[config.mk]
export PLATFORM = sky130hd
export DESIGN_NAME = pio_port_regs
export DESIGN_NICKNAME = d
export VERILOG_FILES = /design/src/design/pio_pkg.sv /design/src/design/pio_pin_cell.sv /design/src/design/pio_port_regs.sv
export VERILOG_INCLUDE_DIRS = /design/src /design/src/design
export SDC_FILE = /design/constraint.sdc
export NUM_CORES = 1
export LEC_CHECK = 0
export BUFFER_PORTS_ARGS = -buffer_cell sky130_fd_sc_hd__buf_2
export CAP_MARGIN = 20
export CORE_MARGIN = 4
export CORE_UTILIZATION = 30
export DETAILED_ROUTE_END_ITERATION = 8
export PLACE_DENSITY = 0.58
export SYNTH_ARGS = -nofsm -noshare
export SYNTH_HDL_FRONTEND = slang
export SYNTH_SLANG_ARGS = --single-unit
[constraint.sdc]
create_clock -name clk -period 1.7 [get_ports clk]
set_clock_uncertainty 0.2 [all_clocks]
set_input_delay 0.17 -clock clk [delete_from_list [all_inputs] [get_ports clk]]
set_output_delay 0.17 -clock clk [all_outputs]
set_load 0.02 [all_outputs]
[src/design/pio_defines.svh]
// Constants for the two-port I/O data and configuration block.
// Assumes an 8-bit special function register bus from the core.
// What this block does
// - Data write loads each pin's output latch.
// - Normal data read returns sensed pin levels.
// - Bit and byte access, visible on every page.
// - Input config bit: 0 analog, 1 digital.
// - Analog pin: pull-up, driver, receiver off.
// - Output drive bit: 0 open-drain, 1 push-pull.
// - Output drive bit ignored on analog pins.
// - Skip bit 1 makes crossbar pass pin.
// - Read-modify-write reads latch, not pin.
// - Data read shows pin even when crossbar-owned.
// - Two-wire bus pins always open-drain.
`ifndef PIO_DEFINES_SVH
`define PIO_DEFINES_SVH

// Byte addresses of the registers on the register bus.
`define PIO_ADDR_P0_DATA 8'h80
`define PIO_ADDR_P1_DATA 8'h90
`define PIO_ADDR_P0_DRIVE 8'ha4
`define PIO_ADDR_P0_SKIP 8'hd4
`define PIO_ADDR_P0_INCFG 8'hf1
`define PIO_ADDR_P1_INCFG 8'hf2

// Reset values of the registers.
`define PIO_RST_DATA 8'hff
`define PIO_RST_DRIVE 8'h00
`define PIO_RST_SKIP 8'h00
`define PIO_RST_INCFG 8'hff

// Value returned for an address this block does not own.
`define PIO_RD_UNMAPPED 8'h00

// Pad control, synchroniser and pin level values while reset is held.
`define PIO_RST_PAD_OUT 8'h00
`define PIO_RST_PAD_OE_N 8'hff
`define PIO_RST_PULLUP 8'hff
`define PIO_RST_RX_EN 8'hff
`define PIO_RST_SYNC 8'h00
`define PIO_RST_LEVEL 8'h00

// Bit address layout: high five bits pick the byte, low three the bit.
`define PIO_BIT_IDX_MSB 2
`define PIO_BIT_BYTE_LSB 3
`define PIO_BIT_IDX_ZERO 3'h0

// Port 1 has no drive or skip register in this block.
`define PIO_P1_DRIVE_FIXED 8'h00
`define PIO_P1_SKIP_FIXED 8'h00

`endif

[src/design/pio_pkg.sv]
// Types shared by the two-port I/O block.
// Assumes pio_defines.svh is on the include path.
package pio_pkg;

    // One port's worth of pins or register bits.
    typedef logic [7:0] pio_byte_t;

    // Register selected by a byte or bit address.
    typedef enum logic [2:0] {
        PIO_SEL_NONE,
        PIO_SEL_P0_DATA,
        PIO_SEL_P1_DATA,
        PIO_SEL_P0_DRIVE,
        PIO_SEL_P0_SKIP,
        PIO_SEL_P0_INCFG,
        PIO_SEL_P1_INCFG
    } pio_sel_t;

endpackage

[src/design/pio_pin_cell.sv]
// Drive and receive decision for one port pin, purely combinational.
// Assumes the parent registers every output before it reaches a pad.
`timescale 1ns/1ps
module pio_pin_cell (
    input wire logic latch,
    input wire logic digital,
    input wire logic push_pull,
    input wire logic od_force,
    input wire logic claim,
    input wire logic skip,
    input wire logic xbar_val,
    output logic drv_val,
    output logic drv_oe_n,
    output logic pullup_en,
    output logic rx_en
);
    logic src;
    logic pp;

    // The crossbar value replaces the latch only on an unskipped claim.
    assign src = (claim && !skip) ? xbar_val : latch;

    // Two-wire bus pins never drive high, whatever the drive bit says.
    assign pp = push_pull && !od_force;

    // Analog mode turns everything off; the drive bit is then unused.
    always_comb begin
        drv_val = 1'b0;
        drv_oe_n = 1'b1;
        pullup_en = 1'b0;
        rx_en = 1'b0;
        if (digital) begin
            pullup_en = 1'b1;
            rx_en = 1'b1;
            if (pp) begin
                drv_val = src;
                drv_oe_n = 1'b0;
            end else begin
                drv_val = 1'b0;
                drv_oe_n = src;
            end
        end
    end

endmodule // pio_pin_cell

[src/design/pio_port_regs.sv]
// Register file and pad control for port 0 and port 1.
// Assumes the core's register bus is synchronous to clk and that pad
// inputs are asynchronous; crossbar signals are on clk.
`timescale 1ns/1ps
`include "pio_defines.svh"
module pio_port_regs (
    input wire logic clk,
    input wire logic rst_n,
    input wire logic [7:0] sfr_addr,
    input wire logic sfr_wr,
    input wire logic sfr_rd,
    input wire logic sfr_rmw,
    input wire pio_pkg::pio_byte_t sfr_wdata,
    output pio_pkg::pio_byte_t sfr_rdata,
    input wire logic [7:0] sfr_bit_addr,
    input wire logic sfr_bit_wr,
    input wire logic sfr_bit_rd,
    input wire logic sfr_bit_wval,
    output logic sfr_bit_rdata,
    input wire pio_pkg::pio_byte_t p0_pad_in,
    output pio_pkg::pio_byte_t p0_pad_out,
    output pio_pkg::pio_byte_t p0_pad_oe_n,
    output pio_pkg::pio_byte_t p0_pullup_en,
    output pio_pkg::pio_byte_t p0_rx_en,
    input wire pio_pkg::pio_byte_t p1_pad_in,
    output pio_pkg::pio_byte_t p1_pad_out,
    output pio_pkg::pio_byte_t p1_pad_oe_n,
    output pio_pkg::pio_byte_t p1_pullup_en,
    output pio_pkg::pio_byte_t p1_rx_en,
    input wire pio_pkg::pio_byte_t p0_xbar_claim,
    input wire pio_pkg::pio_byte_t p0_xbar_out,
    input wire pio_pkg::pio_byte_t p0_xbar_od,
    input wire pio_pkg::pio_byte_t p1_xbar_claim,
    input wire pio_pkg::pio_byte_t p1_xbar_out,
    input wire pio_pkg::pio_byte_t p1_xbar_od,
    output pio_pkg::pio_byte_t p0_xbar_skip,
    output pio_pkg::pio_byte_t p0_pin_level,
    output pio_pkg::pio_byte_t p1_pin_level
);
    import pio_pkg::*;

    // Byte address decode, shared by the write and read paths.
    // No page input exists, so every register is seen on all pages.
    function automatic pio_sel_t byte_sel(input logic [7:0] a);
        pio_sel_t s;
        s = PIO_SEL_NONE;
        unique case (a)
            `PIO_ADDR_P0_DATA: s = PIO_SEL_P0_DATA;
            `PIO_ADDR_P1_DATA: s = PIO_SEL_P1_DATA;
            `PIO_ADDR_P0_DRIVE: s = PIO_SEL_P0_DRIVE;
            `PIO_ADDR_P0_SKIP: s = PIO_SEL_P0_SKIP;
            `PIO_ADDR_P0_INCFG: s = PIO_SEL_P0_INCFG;
            `PIO_ADDR_P1_INCFG: s = PIO_SEL_P1_INCFG;
            default: s = PIO_SEL_NONE;
        endcase
        return s;
    endfunction

    // Bit address decode: only the two data registers are bit addressed.
    function automatic pio_sel_t bit_sel(input logic [7:0] a);
        pio_sel_t s;
        logic [7:0] base;
        base = {a[7:`PIO_BIT_BYTE_LSB], `PIO_BIT_IDX_ZERO};
        s = PIO_SEL_NONE;
        if (base == `PIO_ADDR_P0_DATA) begin
            s = PIO_SEL_P0_DATA;
        end else if (base == `PIO_ADDR_P1_DATA) begin
            s = PIO_SEL_P1_DATA;
        end
        return s;
    endfunction

    pio_sel_t wr_sel;
    pio_sel_t rd_sel;
    pio_sel_t bwr_sel;
    pio_sel_t brd_sel;
    logic [2:0] bit_idx;

    // Configuration and latch registers.
    pio_byte_t p0_latch_ff;
    pio_byte_t p1_latch_ff;
    pio_byte_t p0_drive_ff;
    pio_byte_t p0_skip_ff;
    pio_byte_t p0_incfg_ff;
    pio_byte_t p1_incfg_ff;
    pio_byte_t nxt_p0_latch;
    pio_byte_t nxt_p1_latch;
    pio_byte_t nxt_p0_drive;
    pio_byte_t nxt_p0_skip;
    pio_byte_t nxt_p0_incfg;
    pio_byte_t nxt_p1_incfg;

    // Pad input synchronisers.
    pio_byte_t p0_sync1_ff;
    pio_byte_t p0_sync2_ff;
    pio_byte_t p1_sync1_ff;
    pio_byte_t p1_sync2_ff;

    // Levels seen through the digital receivers.
    pio_byte_t p0_level;
    pio_byte_t p1_level;

    // Read return registers.
    pio_byte_t rdata_ff;
    pio_byte_t nxt_rdata;
    logic bit_rdata_ff;
    logic nxt_bit_rdata;

    // Pad control and pin level registers for all sixteen pins.
    logic [15:0] pad_out_ff;
    logic [15:0] pad_oe_n_ff;
    logic [15:0] pullup_ff;
    logic [15:0] rx_en_ff;
    logic [15:0] level_ff;
    logic [15:0] nxt_pad_out;
    logic [15:0] nxt_pad_oe_n;
    logic [15:0] nxt_pullup;
    logic [15:0] nxt_rx_en;
    logic [15:0] nxt_level;

    // Per-pin inputs to the cells, port 1 in the upper byte.
    logic [15:0] all_latch;
    logic [15:0] all_incfg;
    logic [15:0] all_drive;
    logic [15:0] all_skip;
    logic [15:0] all_claim;
    logic [15:0] all_xout;
    logic [15:0] all_od;

    // Address decode of the current bus cycle.
    assign wr_sel = byte_sel(sfr_addr);
    assign rd_sel = byte_sel(sfr_addr);
    assign bwr_sel = bit_sel(sfr_bit_addr);
    assign brd_sel = bit_sel(sfr_bit_addr);
    assign bit_idx = sfr_bit_addr[`PIO_BIT_IDX_MSB:0];

    // A disabled receiver reads low, so analog pins show 0.
    assign p0_level = p0_sync2_ff & p0_incfg_ff;
    assign p1_level = p1_sync2_ff & p1_incfg_ff;

    // Next register contents: a byte write lands first, then any bit
    // write to the same register overrides its one bit.
    always_comb begin
        nxt_p0_latch = p0_latch_ff;
        nxt_p1_latch = p1_latch_ff;
        nxt_p0_drive = p0_drive_ff;
        nxt_p0_skip = p0_skip_ff;
        nxt_p0_incfg = p0_incfg_ff;
        nxt_p1_incfg = p1_incfg_ff;
        if (sfr_wr) begin
            unique case (wr_sel)
                PIO_SEL_P0_DATA: nxt_p0_latch = sfr_wdata;
                PIO_SEL_P1_DATA: nxt_p1_latch = sfr_wdata;
                PIO_SEL_P0_DRIVE: nxt_p0_drive = sfr_wdata;
                PIO_SEL_P0_SKIP: nxt_p0_skip = sfr_wdata;
                PIO_SEL_P0_INCFG: nxt_p0_incfg = sfr_wdata;
                PIO_SEL_P1_INCFG: nxt_p1_incfg = sfr_wdata;
                PIO_SEL_NONE: ;
            endcase
        end
        if (sfr_bit_wr) begin
            if (bwr_sel == PIO_SEL_P0_DATA) begin
                nxt_p0_latch[bit_idx] = sfr_bit_wval;
            end else if (bwr_sel == PIO_SEL_P1_DATA) begin
                nxt_p1_latch[bit_idx] = sfr_bit_wval;
            end
        end
    end

    // Register the latch and configuration state.
    always_ff @(posedge clk) begin
        if (!rst_n) begin
            p0_latch_ff <= `PIO_RST_DATA;
            p1_latch_ff <= `PIO_RST_DATA;
            p0_drive_ff <= `PIO_RST_DRIVE;
            p0_skip_ff <= `PIO_RST_SKIP;
            p0_incfg_ff <= `PIO_RST_INCFG;
            p1_incfg_ff <= `PIO_RST_INCFG;
        end else begin
            p0_latch_ff <= nxt_p0_latch;
            p1_latch_ff <= nxt_p1_latch;
            p0_drive_ff <= nxt_p0_drive;
            p0_skip_ff <= nxt_p0_skip;
            p0_incfg_ff <= nxt_p0_incfg;
            p1_incfg_ff <= nxt_p1_incfg;
        end
    end

    // Two flip-flops per pad bring the pin levels onto clk.
    always_ff @(posedge clk) begin
        if (!rst_n) begin
            p0_sync1_ff <= `PIO_RST_SYNC;
            p0_sync2_ff <= `PIO_RST_SYNC;
            p1_sync1_ff <= `PIO_RST_SYNC;
            p1_sync2_ff <= `PIO_RST_SYNC;
        end else begin
            p0_sync1_ff <= p0_pad_in;
            p0_sync2_ff <= p0_sync1_ff;
            p1_sync1_ff <= p1_pad_in;
            p1_sync2_ff <= p1_sync1_ff;
        end
    end

    // Byte and bit reads. A plain read shows the pin, whoever drives
    // it; a read that is part of read-modify-write shows the latch so
    // that a pin held low outside does not clear its latch bit.
    always_comb begin
        nxt_rdata = rdata_ff;
        nxt_bit_rdata = bit_rdata_ff;
        if (sfr_rd) begin
            unique case (rd_sel)
                PIO_SEL_P0_DATA: begin
                    nxt_rdata = sfr_rmw ? p0_latch_ff : p0_level;
                end
                PIO_SEL_P1_DATA: begin
                    nxt_rdata = sfr_rmw ? p1_latch_ff : p1_level;
                end
                PIO_SEL_P0_DRIVE: nxt_rdata = p0_drive_ff;
                PIO_SEL_P0_SKIP: nxt_rdata = p0_skip_ff;
                PIO_SEL_P0_INCFG: nxt_rdata = p0_incfg_ff;
                PIO_SEL_P1_INCFG: nxt_rdata = p1_incfg_ff;
                PIO_SEL_NONE: nxt_rdata = `PIO_RD_UNMAPPED;
            endcase
        end
        if (sfr_bit_rd) begin
            if (brd_sel == PIO_SEL_P0_DATA) begin
                nxt_bit_rdata = sfr_rmw ? p0_latch_ff[bit_idx]
                                        : p0_level[bit_idx];
            end else if (brd_sel == PIO_SEL_P1_DATA) begin
                nxt_bit_rdata = sfr_rmw ? p1_latch_ff[bit_idx]
                                        : p1_level[bit_idx];
            end else begin
                nxt_bit_rdata = 1'b0;
            end
        end
    end

    // Register the read answers; they hold until the next read.
    always_ff @(posedge clk) begin
        if (!rst_n) begin
            rdata_ff <= `PIO_RD_UNMAPPED;
            bit_rdata_ff <= 1'b0;
        end else begin
            rdata_ff <= nxt_rdata;
            bit_rdata_ff <= nxt_bit_rdata;
        end
    end

    // Gather both ports into sixteen lanes; port 1 has a fixed
    // open-drain drive and is never skipped.
    assign all_latch = {p1_latch_ff, p0_latch_ff};
    assign all_incfg = {p1_incfg_ff, p0_incfg_ff};
    assign all_drive = {`PIO_P1_DRIVE_FIXED, p0_drive_ff};
    assign all_skip = {`PIO_P1_SKIP_FIXED, p0_skip_ff};
    assign all_claim = {p1_xbar_claim, p0_xbar_claim};
    assign all_xout = {p1_xbar_out, p0_xbar_out};
    assign all_od = {p1_xbar_od, p0_xbar_od};
    assign nxt_level = {p1_level, p0_level};

    // One cell per pin decides drive, release, pull-up and receiver.
    genvar gi;
    generate
        for (gi = 0; gi < 16; gi = gi + 1) begin : g_pin
            pio_pin_cell u_cell (
                .latch(all_latch[gi]),
                .digital(all_incfg[gi]),
                .push_pull(all_drive[gi]),
                .od_force(all_od[gi]),
                .claim(all_claim[gi]),
                .skip(all_skip[gi]),
                .xbar_val(all_xout[gi]),
                .drv_val(nxt_pad_out[gi]),
                .drv_oe_n(nxt_pad_oe_n[gi]),
                .pullup_en(nxt_pullup[gi]),
                .rx_en(nxt_rx_en[gi])
            );
        end
    endgenerate

    // Register every pad control so the pads see clean edges.
    always_ff @(posedge clk) begin
        if (!rst_n) begin
            pad_out_ff <= {`PIO_RST_PAD_OUT, `PIO_RST_PAD_OUT};
            pad_oe_n_ff <= {`PIO_RST_PAD_OE_N, `PIO_RST_PAD_OE_N};
            pullup_ff <= {`PIO_RST_PULLUP, `PIO_RST_PULLUP};
            rx_en_ff <= {`PIO_RST_RX_EN, `PIO_RST_RX_EN};
            level_ff <= {`PIO_RST_LEVEL, `PIO_RST_LEVEL};
        end else begin
            pad_out_ff <= nxt_pad_out;
            pad_oe_n_ff <= nxt_pad_oe_n;
            pullup_ff <= nxt_pullup;
            rx_en_ff <= nxt_rx_en;
            level_ff <= nxt_level;
        end
    end

    // Outputs come straight from the registers above.
    assign sfr_rdata = rdata_ff;
    assign sfr_bit_rdata = bit_rdata_ff;
    assign p0_pad_out = pad_out_ff[7:0];
    assign p1_pad_out = pad_out_ff[15:8];
    assign p0_pad_oe_n = pad_oe_n_ff[7:0];
    assign p1_pad_oe_n = pad_oe_n_ff[15:8];
    assign p0_pullup_en = pullup_ff[7:0];
    assign p1_pullup_en = pullup_ff[15:8];
    assign p0_rx_en = rx_en_ff[7:0];
    assign p1_rx_en = rx_en_ff[15:8];
    assign p0_xbar_skip = p0_skip_ff;
    assign p0_pin_level = level_ff[7:0];
    assign p1_pin_level = level_ff[15:8];

endmodule // pio_port_regs
-- Yosys cells after proc, flatten, opt, wreduce, memory -nomap -nowiden
Cells that the tools add are included.
- register bits: 153
- word-level logic and storage cells: 192
- input bits: 96
- memory bits (writable): 0
- ROM bits: 0
- memories: 0
- latch bits: 0
- output and inout port bits: 97
- reductions and logical operators: 62
- $mul: 0
- mux-type cells: 71
- order comparisons: 2
- add/sub/neg operators: 0
- bitwise gates (word level): 2
- equal/unequal tests: 16
- shift operators: 0
- div/mod/pow operators: 0
- operators by type and width (kind ; number):
    8-bit 2-to-1 mux ; 11
    8-bit case mux with 7 select lines ; 1
    1-bit 2-to-1 mux ; 49
    8-bit == test (second input constant) ; 6
    2-bit AND reduction ; 20
    3-bit AND reduction ; 8
    3-bit case mux with 6 select lines ; 1
    1-bit logical AND ; 17
    8-bit bitwise AND ; 2
    8-bit bitwise mux ; 2
    1-bit logical NOT ; 16
    1-bit binary-select mux with 3-bit select ; 4
    5-bit == test (second input constant) ; 2
    3-bit by 2-bit == test with 1-bit output (second input constant) ; 3
    3-bit == test (second input constant) ; 3
    3-bit by 1-bit == test with 1-bit output (second input constant) ; 2
    3-bit by 4-bit less-than comparator with 1-bit output (second input constant) ; 1
    2-bit 2-to-1 mux ; 2
    1-bit demux with 3-bit select ; 1
    3-bit by 1-bit >= comparator with 1-bit output (second input constant) ; 1
    3-bit logical NOT ; 1

-- Logic depth before layout (Yosys ltp)
Gate-level depths: netlist of run 1.
- depth after elaboration: 9
- mapped depth: 7
- gate-level depth less buffers: 5

-- Hierarchy
A second synthesis of run 1 with hierarchy kept.
- cells, all modules: 789
- area, all modules: 7402.1 µm²
- modules (own cells, without submodules) (module ; instances ; seq. area each (µm²) ; area each (µm²) ; cells an instance):
    pio_port_regs ; 1 ; 3383.2 ; 6421.2 ; 661
    pio_pin_cell ; 16 ; 0.0 ; 61.3 ; 8

-- Least setup slack after synthesis of run 1
Ideal clock, no wire load.
- path kind: register to register
- from: register p0_incfg_ff[6]
- to: register bit_rdata_ff, in the netlist sfr_bit_rdata
- data required time: 1.426 ns
- period minus slack after synthesis: 1.760 ns
- stages on the path, launching flop included: 6
- setup time: 0.074 ns
- path buffers: 0
- setup slack: -0.060 ns
- data arrival time: 1.486 ns
- cells stage by stage: dfxtp_1 > nand2_1 > mux4_2 > a2111oi_2 > o21ai_1 > a31oi_1
- word-level cells in the longest chain between the ends: 5
- ends and longest elaborated chain (element ; RTL line ; text):
    from (decl) ; pio_port_regs.sv:84 ; pio_byte_t p0_incfg_ff;
    from (signal assigned) ; pio_port_regs.sv:177 ; p0_incfg_ff <= `PIO_RST_INCFG;
    from (signal assigned) ; pio_port_regs.sv:184 ; p0_incfg_ff <= nxt_p0_incfg;
    8-bit bitwise AND ; pio_port_regs.sv:138 ; assign p0_level = p0_sync2_ff & p0_incfg_ff;
    1-bit binary-select mux with 3-bit select ; pio_port_regs.sv:228 ; : p0_level[bit_idx];
    1-bit 2-to-1 mux (not written as such) ; pio_port_regs.sv:228 ;
    1-bit 2-to-1 mux ; pio_port_regs.sv:227 ; nxt_bit_rdata = sfr_rmw ? p0_latch_ff[bit_idx]
    1-bit 2-to-1 mux ; pio_port_regs.sv:226 ; if (brd_sel == PIO_SEL_P0_DATA) begin
    to (signal assigned) ; pio_port_regs.sv:245 ; bit_rdata_ff <= nxt_bit_rdata;
    to (decl) ; pio_port_regs.sv:106 ; logic bit_rdata_ff;
No other way between the ends. The select of a mux whose other input is x is not followed.
A chain may end at the register's enable or synchronous reset.

-- Final worst setup path of run 1
- from: register p0_sync2_ff[2]
- to: register bit_rdata_ff, in the netlist sfr_bit_rdata
- word-level cells in the longest chain between the ends: 5
- ends and longest elaborated chain (element ; RTL line ; text):
    from (decl) ; pio_port_regs.sv:95 ; pio_byte_t p0_sync2_ff;
    from (signal assigned) ; pio_port_regs.sv:193 ; p0_sync2_ff <= `PIO_RST_SYNC;
    from (signal assigned) ; pio_port_regs.sv:198 ; p0_sync2_ff <= p0_sync1_ff;
    8-bit bitwise AND ; pio_port_regs.sv:138 ;
    1-bit binary-select mux with 3-bit select ; pio_port_regs.sv:228 ;
    1-bit 2-to-1 mux (not written as such) ; pio_port_regs.sv:228 ;
    1-bit 2-to-1 mux ; pio_port_regs.sv:227 ;
    1-bit 2-to-1 mux ; pio_port_regs.sv:226 ;
No other way between the ends. The select of a mux whose other input is x is not followed.

==> results.md, run 1 <==
* Crit path kind: reg -> reg
* Die Y at 153 um
* CTS H-tree lvls at 4
* Final setup TNS at -0.0741 ns
* Pwr Density at 897 nW/um^2
* Asr flop ratio synth at 0
* Initial DRC Count at 540
* Synthesis-to-layout area growth at 43.3%
* Pre-CTS WS at -0.240 ns
* Final setup vio count at 1
* Reg2reg setup slack at -0.07 ns
* Crit. End Element: flop
* CTS sink count at 145
* Floorplan core area at 20400 um^2
* Final WL at 22300 um
* Die width at 153 um
* CP required at 1.85 ns
* All-Layer GR Usage at 0.187
* Grt total ovfl at 0
* Final instance area at 9020 um^2
* Vias per cell at 4.89
* Fmax at 564 MHz
* Combinational Power Share at 0.096
* RSZ-0062 raised after global routing: yes
* Seq pwr share at 0.433
* Final net count at 1041
* Yosys warnings at 0
* Worst-path clk slew at 0.06 ns
* Global-route wire length before repair at 33900 um
* Final Max Slew Viols at 0
* Crit share post-route at 1.04
* Synth top area share at 0.461
* Clock network power share at 0.471
* Hold path start: p0_xbar_claim[0]
* Non-Filler Instances at 1229
* Startpoint types: flop
* Die area at 23400 um^2
* M1 WL at 9880 um
* Total leakage power at 4.05 nW
* Commonest cells after routing, fill and taps aside: 175 x buf_2, 137 x dfxtp_1, 91 x nand2_1, 75 x buf_4, 74 x nand3_1
* Hold Path Class: in -> reg
* Area leader, netlist: dfxtp_1
* Vias at 6009
* Vias in the first global route at 5932
* Failing checks: negative setup slack
* IO Count at 193
* Post-CTS setup buffer count at 0
* CP max-delay cell: mux4_2
* Post-synthesis average cell area at 9.27 um^2
* Prevailing post-synth register cell: dfxtp_1
* CP startpoint: p0_sync2_ff[2]
* Number of library cell types mapped by synthesis at 47
* Met3 wire length at 1290 um
* CP max FO at 2
* CTS buffer count at 17
* Initial antenna violation count at 1
* Initial cell density of the core at 0.308
* HPWL after DPL at 16500 um
* Post-Synthesis Cells at 679
* Tmin final at 1.77 ns
* Wire per inst at 18.2 um
* DR pass1 iterations at 5
* Std-Cell Rows at 52
* DP Area at 7780 um^2
* Met2 wire length at 10500 um
* Routability Congestion at 0.930
* FILL cells at 2004
* Worst setup margin at -0.0741 ns
* Residual DRC count at 0
* Final hold vios at 0
* Area contributors post-synth: dfxtp_1 46%, mux2i_1 6.7%, nand3_1 5.9%
* Hold path depth at 4
* Psw at 1.95 mW
* Layout cell share with drive strength beyond 1 at 0.330
* DR top layer: met4
* Net Sw Frac at 0.241
* Crit path to: sfr_bit_rdata
* Most common cell after layout, fill and taps aside: buf_2
* Worst path max stage delay at 0.49 ns
* Reg-to-reg startpoint: p0_sync2_ff[2]
* Worst skew pair latency at 0.43 ns
* CP cell instances: nand2_2 > mux4_2 > a2111oi_4 > o21ai_2 > a31oi_1
* Post-synth EDFFs at 0
* #FFs+latches synth at 145
* Maximum buffer depth of the clock tree at 2
* Clock root cell: clkbuf_16
* Sequential area share after synthesis at 0.461
* Worst R2R Path Depth at 5
* Reg-to-reg critical path endpoint: sfr_bit_rdata
* Crit path DAT at 1.93 ns
* Inst Count DP at 1136
* Status: complete, but fails checks
* Int Pwr at 6.14 mW
* Worst IR drop on VDD at 672 uV
* Slew @ Worst Pin at 0.506 ns
* Number of port buffers at 176
* Mapped cell area at 6290 um^2
* Largest net degree at the start of global routing at 63
* Remaining antenna violation count after routing at 0
* Maxcap violations at 0
* CTS tree: built
* Max_slew headroom at 0.662
[synthesized netlist by cell type (5+ instances only)]
master / n
a21boi_0: 11
a21boi_1: 6
a21oi_1: 7
a22o_1: 19
a22oi_1: 13
and2_1: 33
and3_1: 23
and4b_1: 7
buf_2: 9
buf_4: 35
clkbuf_1: 31
dfxtp_1: 145
inv_1: 5
mux2i_1: 42
nand2_1: 95
nand2b_1: 17
nand3_1: 74
nor2_1: 5
nor2b_1: 23
o211ai_1: 9
o21ai_0: 23
[power groups by stage]
stage / clock, mW / sequential [mW] / combinational (mW)
detailed placement: 0 / 3.57 / 0.654
floorplan: 0 / 3.61 / 0.302
global route: 4.02 / 3.51 / 0.833
CTS: 3.87 / 3.50 / 0.769
finish: 3.81 / 3.50 / 0.778
global placement: 0 / 3.57 / 0.651
[logic make-up (layout without fill, tap and decap cells)]
logic type | Yosys count | after routing | synth area share
compound gates | 102 | 102 | 0.117
flops | 145 | 145 | 0.461
mux | 49 | 49 | 0.0847
other cells | 1 | 9 | 0.000596
simple gates | 301 | 301 | 0.265
buf+inv | 81 | 353 | 0.0722
[final cells by class]
class / count / area, um^2 / share of cell area
Antenna cell: 1 / 2.50 / 0.000278
Clock buffer: 20 / 437 / 0.0484
Clock inverter: 12 / 156 / 0.0173
Inverter: 5 / 18.8 / 0.00208
Multi-Input combinational cell: 460 / 2990 / 0.332
Sequential cell: 145 / 2910 / 0.323
Tap cell: 270 / 338 / 0.0375
Timing Repair Buffer: 316 / 2160 / 0.240
[state kept, by name, summed over array words and instances (netlist names)]
signal         count
level_ff          16
p0_sync1_ff        8
sfr_rdata          8
p0_sync2_ff        8
sfr_bit_rdata      1
rx_en_ff          16
pad_out_ff         8
p0_incfg_ff        8
p1_sync2_ff        8
p1_sync1_ff        8
p0_drive_ff        8
p1_incfg_ff        8
p0_xbar_skip       8
p0_latch_ff        8
pad_oe_n_ff       16
p1_latch_ff        8
[per-layer routing]
metal  vias to the layer above  track usage
li1                       2878            -
met1                      2864        0.245
met2                       221        0.307
met3                        46       0.0396
met4                         0       0.0679
met5                         -            0
[how the worst min path moves through the flow]
stage	end	slack (ns)
CTS	pad_oe_n_ff[7]	0.03
finish	pad_oe_n_ff[0]	0.04
detailed placement	p1_sync1_ff[3]	0.18
floorplan	sfr_bit_rdata	0.07
global placement	p1_sync1_ff[6]	0.18
global route	pad_oe_n_ff[7]	0.04
[per-stage QoR]
| step | hold slack [ns] | power, mW | utilization |
|---|---|---|---|
| 2_1_floorplan | 0.0707 | 3.91 | - |
| 3_3_place_gp | 0.179 | 4.22 | 0.381 |
| 3_5_place_dp | 0.181 | 4.23 | 0.381 |
| 4_1_cts | 0.0274 | 8.14 | 0.441 |
| 5_1_grt | 0.0372 | 8.36 | 0.441 |
| 6_report | 0.0437 | 8.09 | 0.441 |
[critical path, delay by kind of cell (launching register included)]
kind | cells | cell delay (ns)
AO/OA/AOI/OAI | 3 | 0.58
multiplexers | 1 | 0.49
flip-flops | 1 | 0.34
AND/OR/NAND/NOR | 1 | 0.09
[what timing repair did]
action,CTS,global route
pin swaps,4,0
setup endpoints to repair,1,2
endpoints found under the hold margin,98,0
gates resized for setup,12,1
hold buffers,60,0
Power figures use the tool's default switching activity.
==> inputs of run 2 (changes only) <==
- CORE_UTILIZATION: 30 -> 40
- PLACE_DENSITY: 0.58 -> 0.72
==> run 2 against run 1 <==
  * The run still ends with negative setup slack left
  * Sequential share of layout area increased by 0.50 points
  * Largest power group unchanged
  * Sequential cell count unchanged
  * Sequential power is essentially flat
  * Utilization increased by 14 points
  * Combinational power down 0.6%
  * Critical path type unchanged
  * First-iteration DRC count increased by 7.8%
==> results.md, run 2 (synthesis results as in run 1) <==
* Status: complete, but fails checks
* Failing checks: negative setup slack
* Die Y at 133 um (-13%)
* RSZ-0062 raised after global routing: yes
* Storage cell area at 2910 um^2 (about the same)
* Die area at 17800 um^2 (-24%)
* Largest net degree at the start of global routing at 47 (-25%)
* Grt total ovfl at 0 (unchanged)
* Layout cell share with drive strength beyond 1 at 0.323 (-0.00670)
* Fmax at 542 MHz (-3.8%)
* Crit share post-route at 1.08 (+0.0413)
* Initial cell density of the core at 0.411 (+0.103)
* Crit. End Element: flop
* Final WL at 21100 um (-5.7%)
* Vias in the first global route at 5828 (-1.8%)
* FILL cells at 1334 (-33%)
* Pwr Density at 913 nW/um^2 (+1.7%)
* Die width at 133 um (-13%)
* Total leakage power at 4.03 nW (-0.65%)
* Vias at 6098 (+1.5%)
* Commonest cells after routing, fill and taps aside: 175 x buf_2, 138 x dfxtp_1, 92 x nand2_1, 74 x nand3_1, 70 x buf_4
* Initial DRC Count at 582 (+7.8%)
* Std-Cell Rows at 45 (-13%)
* Cell family with most CP delay: compound AO/OA/AOI/OAI gates
* Worst skew pair latency at 0.42 ns (about the same)
* CTS sink count at 145 (unchanged)
* Most common cell after layout, fill and taps aside: buf_2
* Worst-path clk slew at 0.06 ns (about the same)
* Routability Congestion at 0.926 (-0.44%)
* Worst path buffer plus inverter count at 0 (unchanged)
* HPWL after DPL at 15100 um (-8.5%)
* Final Max Slew Viols at 0 (unchanged)
* Worst setup margin at -0.144 ns (-0.0702 ns)
* Initial antenna violation count at 0 (-1)
* Remaining antenna violation count after routing at 0 (unchanged)
* CP max FO at 2 (unchanged)
* Worst IR drop on VDD at 646 uV (-3.8%)
* Inst Count DP at 1070 (-5.8%)
* # diodes at 0 (-1)
* Final core utilization at 0.580 (+0.138)
* Crit path kind: reg -> reg
* Top flop regs: level_ff x16, pad_oe_n_ff x16, rx_en_ff x16
* Residual DRC count at 0 (unchanged)
* Startpoint types: flop
* Maxcap violations at 0 (unchanged)
* IO Count at 193 (unchanged)
* Final hold vios at 0 (unchanged)
* CP max-delay cell: mux4_2
* Final setup TNS at -0.162 ns (-0.0881 ns)
* Hold Path Class: in -> reg
* Floorplan core area at 15300 um^2 (-25%)
* Tmin final at 1.84 ns (+0.0702 ns)
* CTS H-tree lvls at 4 (unchanged)
* Wire per inst at 18.1 um (-0.17%)
* Clock root cell: clkbuf_16
* Final net count at 1034 (-0.67%)
* CP cell instances: nand2_2 > mux4_2 > a2111oi_4 > o21ai_2 > a31oi_1
* All-Layer GR Usage at 0.234 (+0.0462)
* Worst path max stage delay at 0.52 ns (+0.03 ns)
* Non-Filler Instances at 1161 (-5.5%)
* Multi-input logic area at 2980 um^2 (-0.25%)
* CTS buffer count at 17 (unchanged)
* Final setup vio count at 2 (+1)
* CP required at 1.84 ns (about the same)
* Number of port buffers at 176 (unchanged)
* Vias per cell at 5.25 (+7.4%)
* DR pass1 iterations at 5 (unchanged)
* Crit path DAT at 1.99 ns (+0.06 ns)
* CTS tree: built
* Maximum buffer depth of the clock tree at 2 (unchanged)
* Synthesis-to-layout area growth at 41.1%
* Global-route wire length before repair at 32100 um (-5.2%)
==> run 2: final timing paths <==
check                       from              to  slack, ns  depth (start not counted)
setup / recovery  p0_incfg_ff[4]   sfr_bit_rdata      -0.14                          5
hold / removal    p0_xbar_out[7]  pad_oe_n_ff[7]       0.06                          3
setup reg to reg  p0_incfg_ff[4]   sfr_bit_rdata      -0.14                          5
hold reg to reg   p1_sync1_ff[3]  p1_sync2_ff[3]       0.23                          1
==> run 2: repair_timing <==
item,4_1_cts,5_1_grt
setup endpoints to repair,2,1
hold buffers,59,0
setup buffers,1,0
pin swaps,3,0
gates cloned,0,0
resized for setup,10,0
hold endpoints to repair,93,0
==> run 2: worst min-delay path, cell delays in order <==
cell      delay [ns]
buf_2           0.10
mux2i_1         0.14
o211ai_1        0.23
==> run 2: cell type report <==
type,instances,area share
Multi-Input combinational cell,460,0.336
Sequential cell,145,0.328
Timing Repair Buffer,309,0.236
Clock buffer,23,0.0538
Tap cell,211,0.0297
Clock inverter,8,0.0144
Inverter,5,0.00211
==> run 2: metal layers <==
layer / vias up / GRT usage / share of wire
met2: 321 / 0.393 / 0.48
met1: 2848 / 0.293 / 0.41
met5: - / 0 / 0
li1: 2866 / - / -
met3: 63 / 0.0476 / 0.081
met4: 0 / 0.0960 / 0.034
==> run 2: report_power, final <==
| part | internal, mW | switching, mW |
|---|---|---|
| clock network | 2.42 | 1.40 |
| logic | 0.357 | 0.417 |
| registers | 3.47 | 0.0304 |
| total | 6.25 | 1.85 |
==> run 2: stage by stage <==
step	area (um^2)	hold WS [ns]	power, mW	setup slack (ns)
final	8880	0.0591	8.10	-0.144
after detailed placement	7640	0.179	4.21	-0.246
after global routing	8880	0.0620	8.36	-0.194
after floorplan	6320	0.0707	3.91	-0.0388
after global placement	7640	0.179	4.21	-0.289
after CTS	8880	0.00265	8.13	-0.0991
==> inputs of run 3 (changes only) <==
- CTS_BUF_LIST: not set -> sky130_fd_sc_hd__clkbuf_2 sky130_fd_sc_hd__clkbuf_4 sky130_fd_sc_hd__clkbuf_8
- MAX_ROUTING_LAYER: not set -> met4
==> run 3 against run 2 <==
  * Design area shrank 2.0%
  * Largest power group is now registers
  * The run still ends with negative setup slack left
  * Sequential share of layout area is 0.68 points higher
  * Routed wire length fell by 0.32%
==> results.md, run 3 (synthesis results as in run 1) <==
* Status: complete, but fails checks
* Failing checks: negative setup slack
* RSZ-0062 raised after global routing: yes
* IO Count at 193 (unchanged)
* Remaining antenna violation count after routing at 0 (unchanged)
* Wire per inst at 18.0 um (-0.58%)
* Worst path buffer plus inverter count at 0 (unchanged)
* Worst-path clk slew at 0.09 ns (+0.03 ns)
* Reg-to-reg critical path endpoint: sfr_bit_rdata
* Die width at 133 um (unchanged)
* Final net count at 1036 (+0.19%)
* Die Y at 133 um (unchanged)
* Synthesis-to-layout area growth at 38.2%
* HPWL after DPL at 15200 um (+0.71%)
* Final Max Slew Viols at 0 (unchanged)
* Worst skew pair latency at 0.45 ns (+0.03 ns)
* Routability Congestion at 0.956 (+3.2%)
* Reg2reg setup slack at -0.11 ns (+0.03 ns)
* Worst IR drop on VDD at 427 uV (-34%)
* Number of port buffers at 176 (unchanged)
* Final hold vios at 0 (unchanged)
* Vias per cell at 5.24 (-0.16%)
* Initial antenna violation count at 0 (unchanged)
* Maxcap violations at 0 (unchanged)
* Initial cell density of the core at 0.411 (unchanged)
* Most common cell after layout, fill and taps aside: buf_2
* FILL cells at 1368 (+2.5%)
* Crit share post-route at 1.07 (-0.0179)
* Top flop regs: level_ff x16, pad_oe_n_ff x16, rx_en_ff x16
* CP Depth at 5 (unchanged)
* Fmax at 551 MHz (+1.7%)
* Largest net degree at the start of global routing at 53 (+13%)
* Tmin final at 1.81 ns (-0.0304 ns)
* Commonest cells after routing, fill and taps aside: 175 x buf_2, 138 x dfxtp_1, 92 x nand2_1, 74 x nand3_1, 69 x buf_4
* Residual DRC count at 0 (unchanged)
* CP required at 1.88 ns (+0.04 ns)
* CTS sink count at 145 (unchanged)
* CP max-delay cell: mux4_2
* Grt total ovfl at 0 (unchanged)
* Clock root cell: clkbuf_8
* Crit path to: sfr_bit_rdata
* Worst setup margin at -0.114 ns (+0.0304 ns)
* Initial DRC Count at 646 (+11%)
* # diodes at 0 (unchanged)
* Maximum buffer depth of the clock tree at 2 (unchanged)
* Final WL at 21000 um (-0.32%)
* Global-route wire length before repair at 32000 um (-0.19%)
* Die area at 17800 um^2 (unchanged)
* CTS buffer count at 17 (unchanged)
* Reg-to-reg startpoint: p0_sync2_ff[4]
* Hold Path Class: in -> reg
* Final setup vio count at 1 (-1)
* Pre-CTS WS at -0.245 ns (+0.000641 ns)
* Crit path kind: reg -> reg
* Std-Cell Rows at 45 (unchanged)
* All-Layer GR Usage at 0.240 (+0.00680)
* Vias in the first global route at 5627 (-3.4%)
* Pwr Density at 807 nW/um^2 (-12%)
* Layout cell share with drive strength beyond 1 at 0.324 (+0.00108)
* Worst R2R Path Depth at 5 (unchanged)
* CTS tree: built
* CTS H-tree lvls at 4 (unchanged)
* Final hold slack at 0.0192 ns (-0.0399 ns)
* Crit. End Element: flop
* CP cell instances: nand2_2 > mux4_2 > a2111oi_4 > o21ai_1 > a31oi_1
* Worst path max stage delay at 0.51 ns (about the same)
* DR pass1 iterations at 5 (unchanged)
* Total leakage power at 3.93 nW (-2.3%)
* Max_slew headroom at 0.658
* Startpoint types: flop
* CP startpoint: p0_sync2_ff[4]
* CP max FO at 2 (unchanged)
* Slew @ Worst Pin at 0.511 ns
* Cell family with most CP delay: compound AO/OA/AOI/OAI gates
* Floorplan core area at 15300 um^2 (unchanged)
* Crit path DAT at 1.99 ns (about the same)
* Final setup TNS at -0.114 ns (+0.0482 ns)
* Vias at 6104 (+0.098%)
## run 3: cell count changes in the layout (fill, tap and decap cells not counted), sizes merged
cell / previous run / this run
clkinvlp: 2 / 4
buf: 250 / 249
clkbuf: 23 / 18
dlygate4sd3: 59 / 62
clkinv: 2 / 5
inv: 6 / 8
bufinv: 3 / 2
## run 3: worst min-delay path by stage
stage	start	end	slack [ns]	cells past startpoint
2_1_floorplan	sfr_bit_rd	sfr_bit_rdata	0.07	1
3_3_place_gp	p0_pad_in[7]	p0_sync1_ff[7]	0.18	2
3_5_place_dp	p0_pad_in[7]	p0_sync1_ff[7]	0.18	2
4_1_cts	sfr_bit_addr[4]	p0_latch_ff[1]	0.003	4
5_1_grt	sfr_bit_addr[4]	p0_latch_ff[1]	0.03	4
6_report	sfr_bit_addr[4]	p0_latch_ff[1]	0.02	4
## run 3: through the flow
stage	power, mW	cell area (um^2)	util	std cells
detailed placement	4.21	7640	0.499	1069
global placement	4.21	7640	0.499	1069
finish	7.02	8690	0.568	1164
floorplan	3.91	6320	-	686
global route	7.27	8690	0.568	1164
CTS	7.02	8690	0.567	1164
## run 3: timing repair
| action | CTS | global route |
|---|---|---|
| endpoints found under the hold margin | 98 | 0 |
| resized for setup | 9 | 1 |
| cloned | 0 | 0 |
| hold buffers | 62 | 0 |
| endpoints found under the setup margin | 2 | 1 |
| pin swaps | 3 | 0 |
| buffers inserted | 1 | 0 |
## run 3: power by group
part | switching, mW | leakage [nW] | total [mW] | internal (mW)
registers | 0.0280 | 1.18 | 3.49 | 3.47
clock network | 1.41 | 0.191 | 2.75 | 1.34
logic | 0.415 | 2.56 | 0.775 | 0.360
total | 1.85 | 3.93 | 7.02 | 5.17
## run 3: layer usage
metal,track usage,part of all wire
met5,-,0
met1,0.301,0.41
met2,0.386,0.48
met4,0.0977,0.033
met3,0.0434,0.079
## run 3: cell type report
| class | instances | area, um^2 | share of cell area |
|---|---|---|---|
| flip-flops and latches | 145 | 2910 | 0.335 |
| multi-input cells | 460 | 2990 | 0.343 |
| clock buffers | 18 | 241 | 0.0278 |
| clock inverters | 14 | 159 | 0.0183 |
| inverters | 5 | 18.8 | 0.00216 |
| repair buffers | 311 | 2110 | 0.243 |
| well taps | 211 | 264 | 0.0304 |
## run 3: tightest hold or removal path, stage by stage
cell and delay (ns):
buf_2 0.20, nor3_4 0.10, nand3_1 0.08, nand3_1 0.07
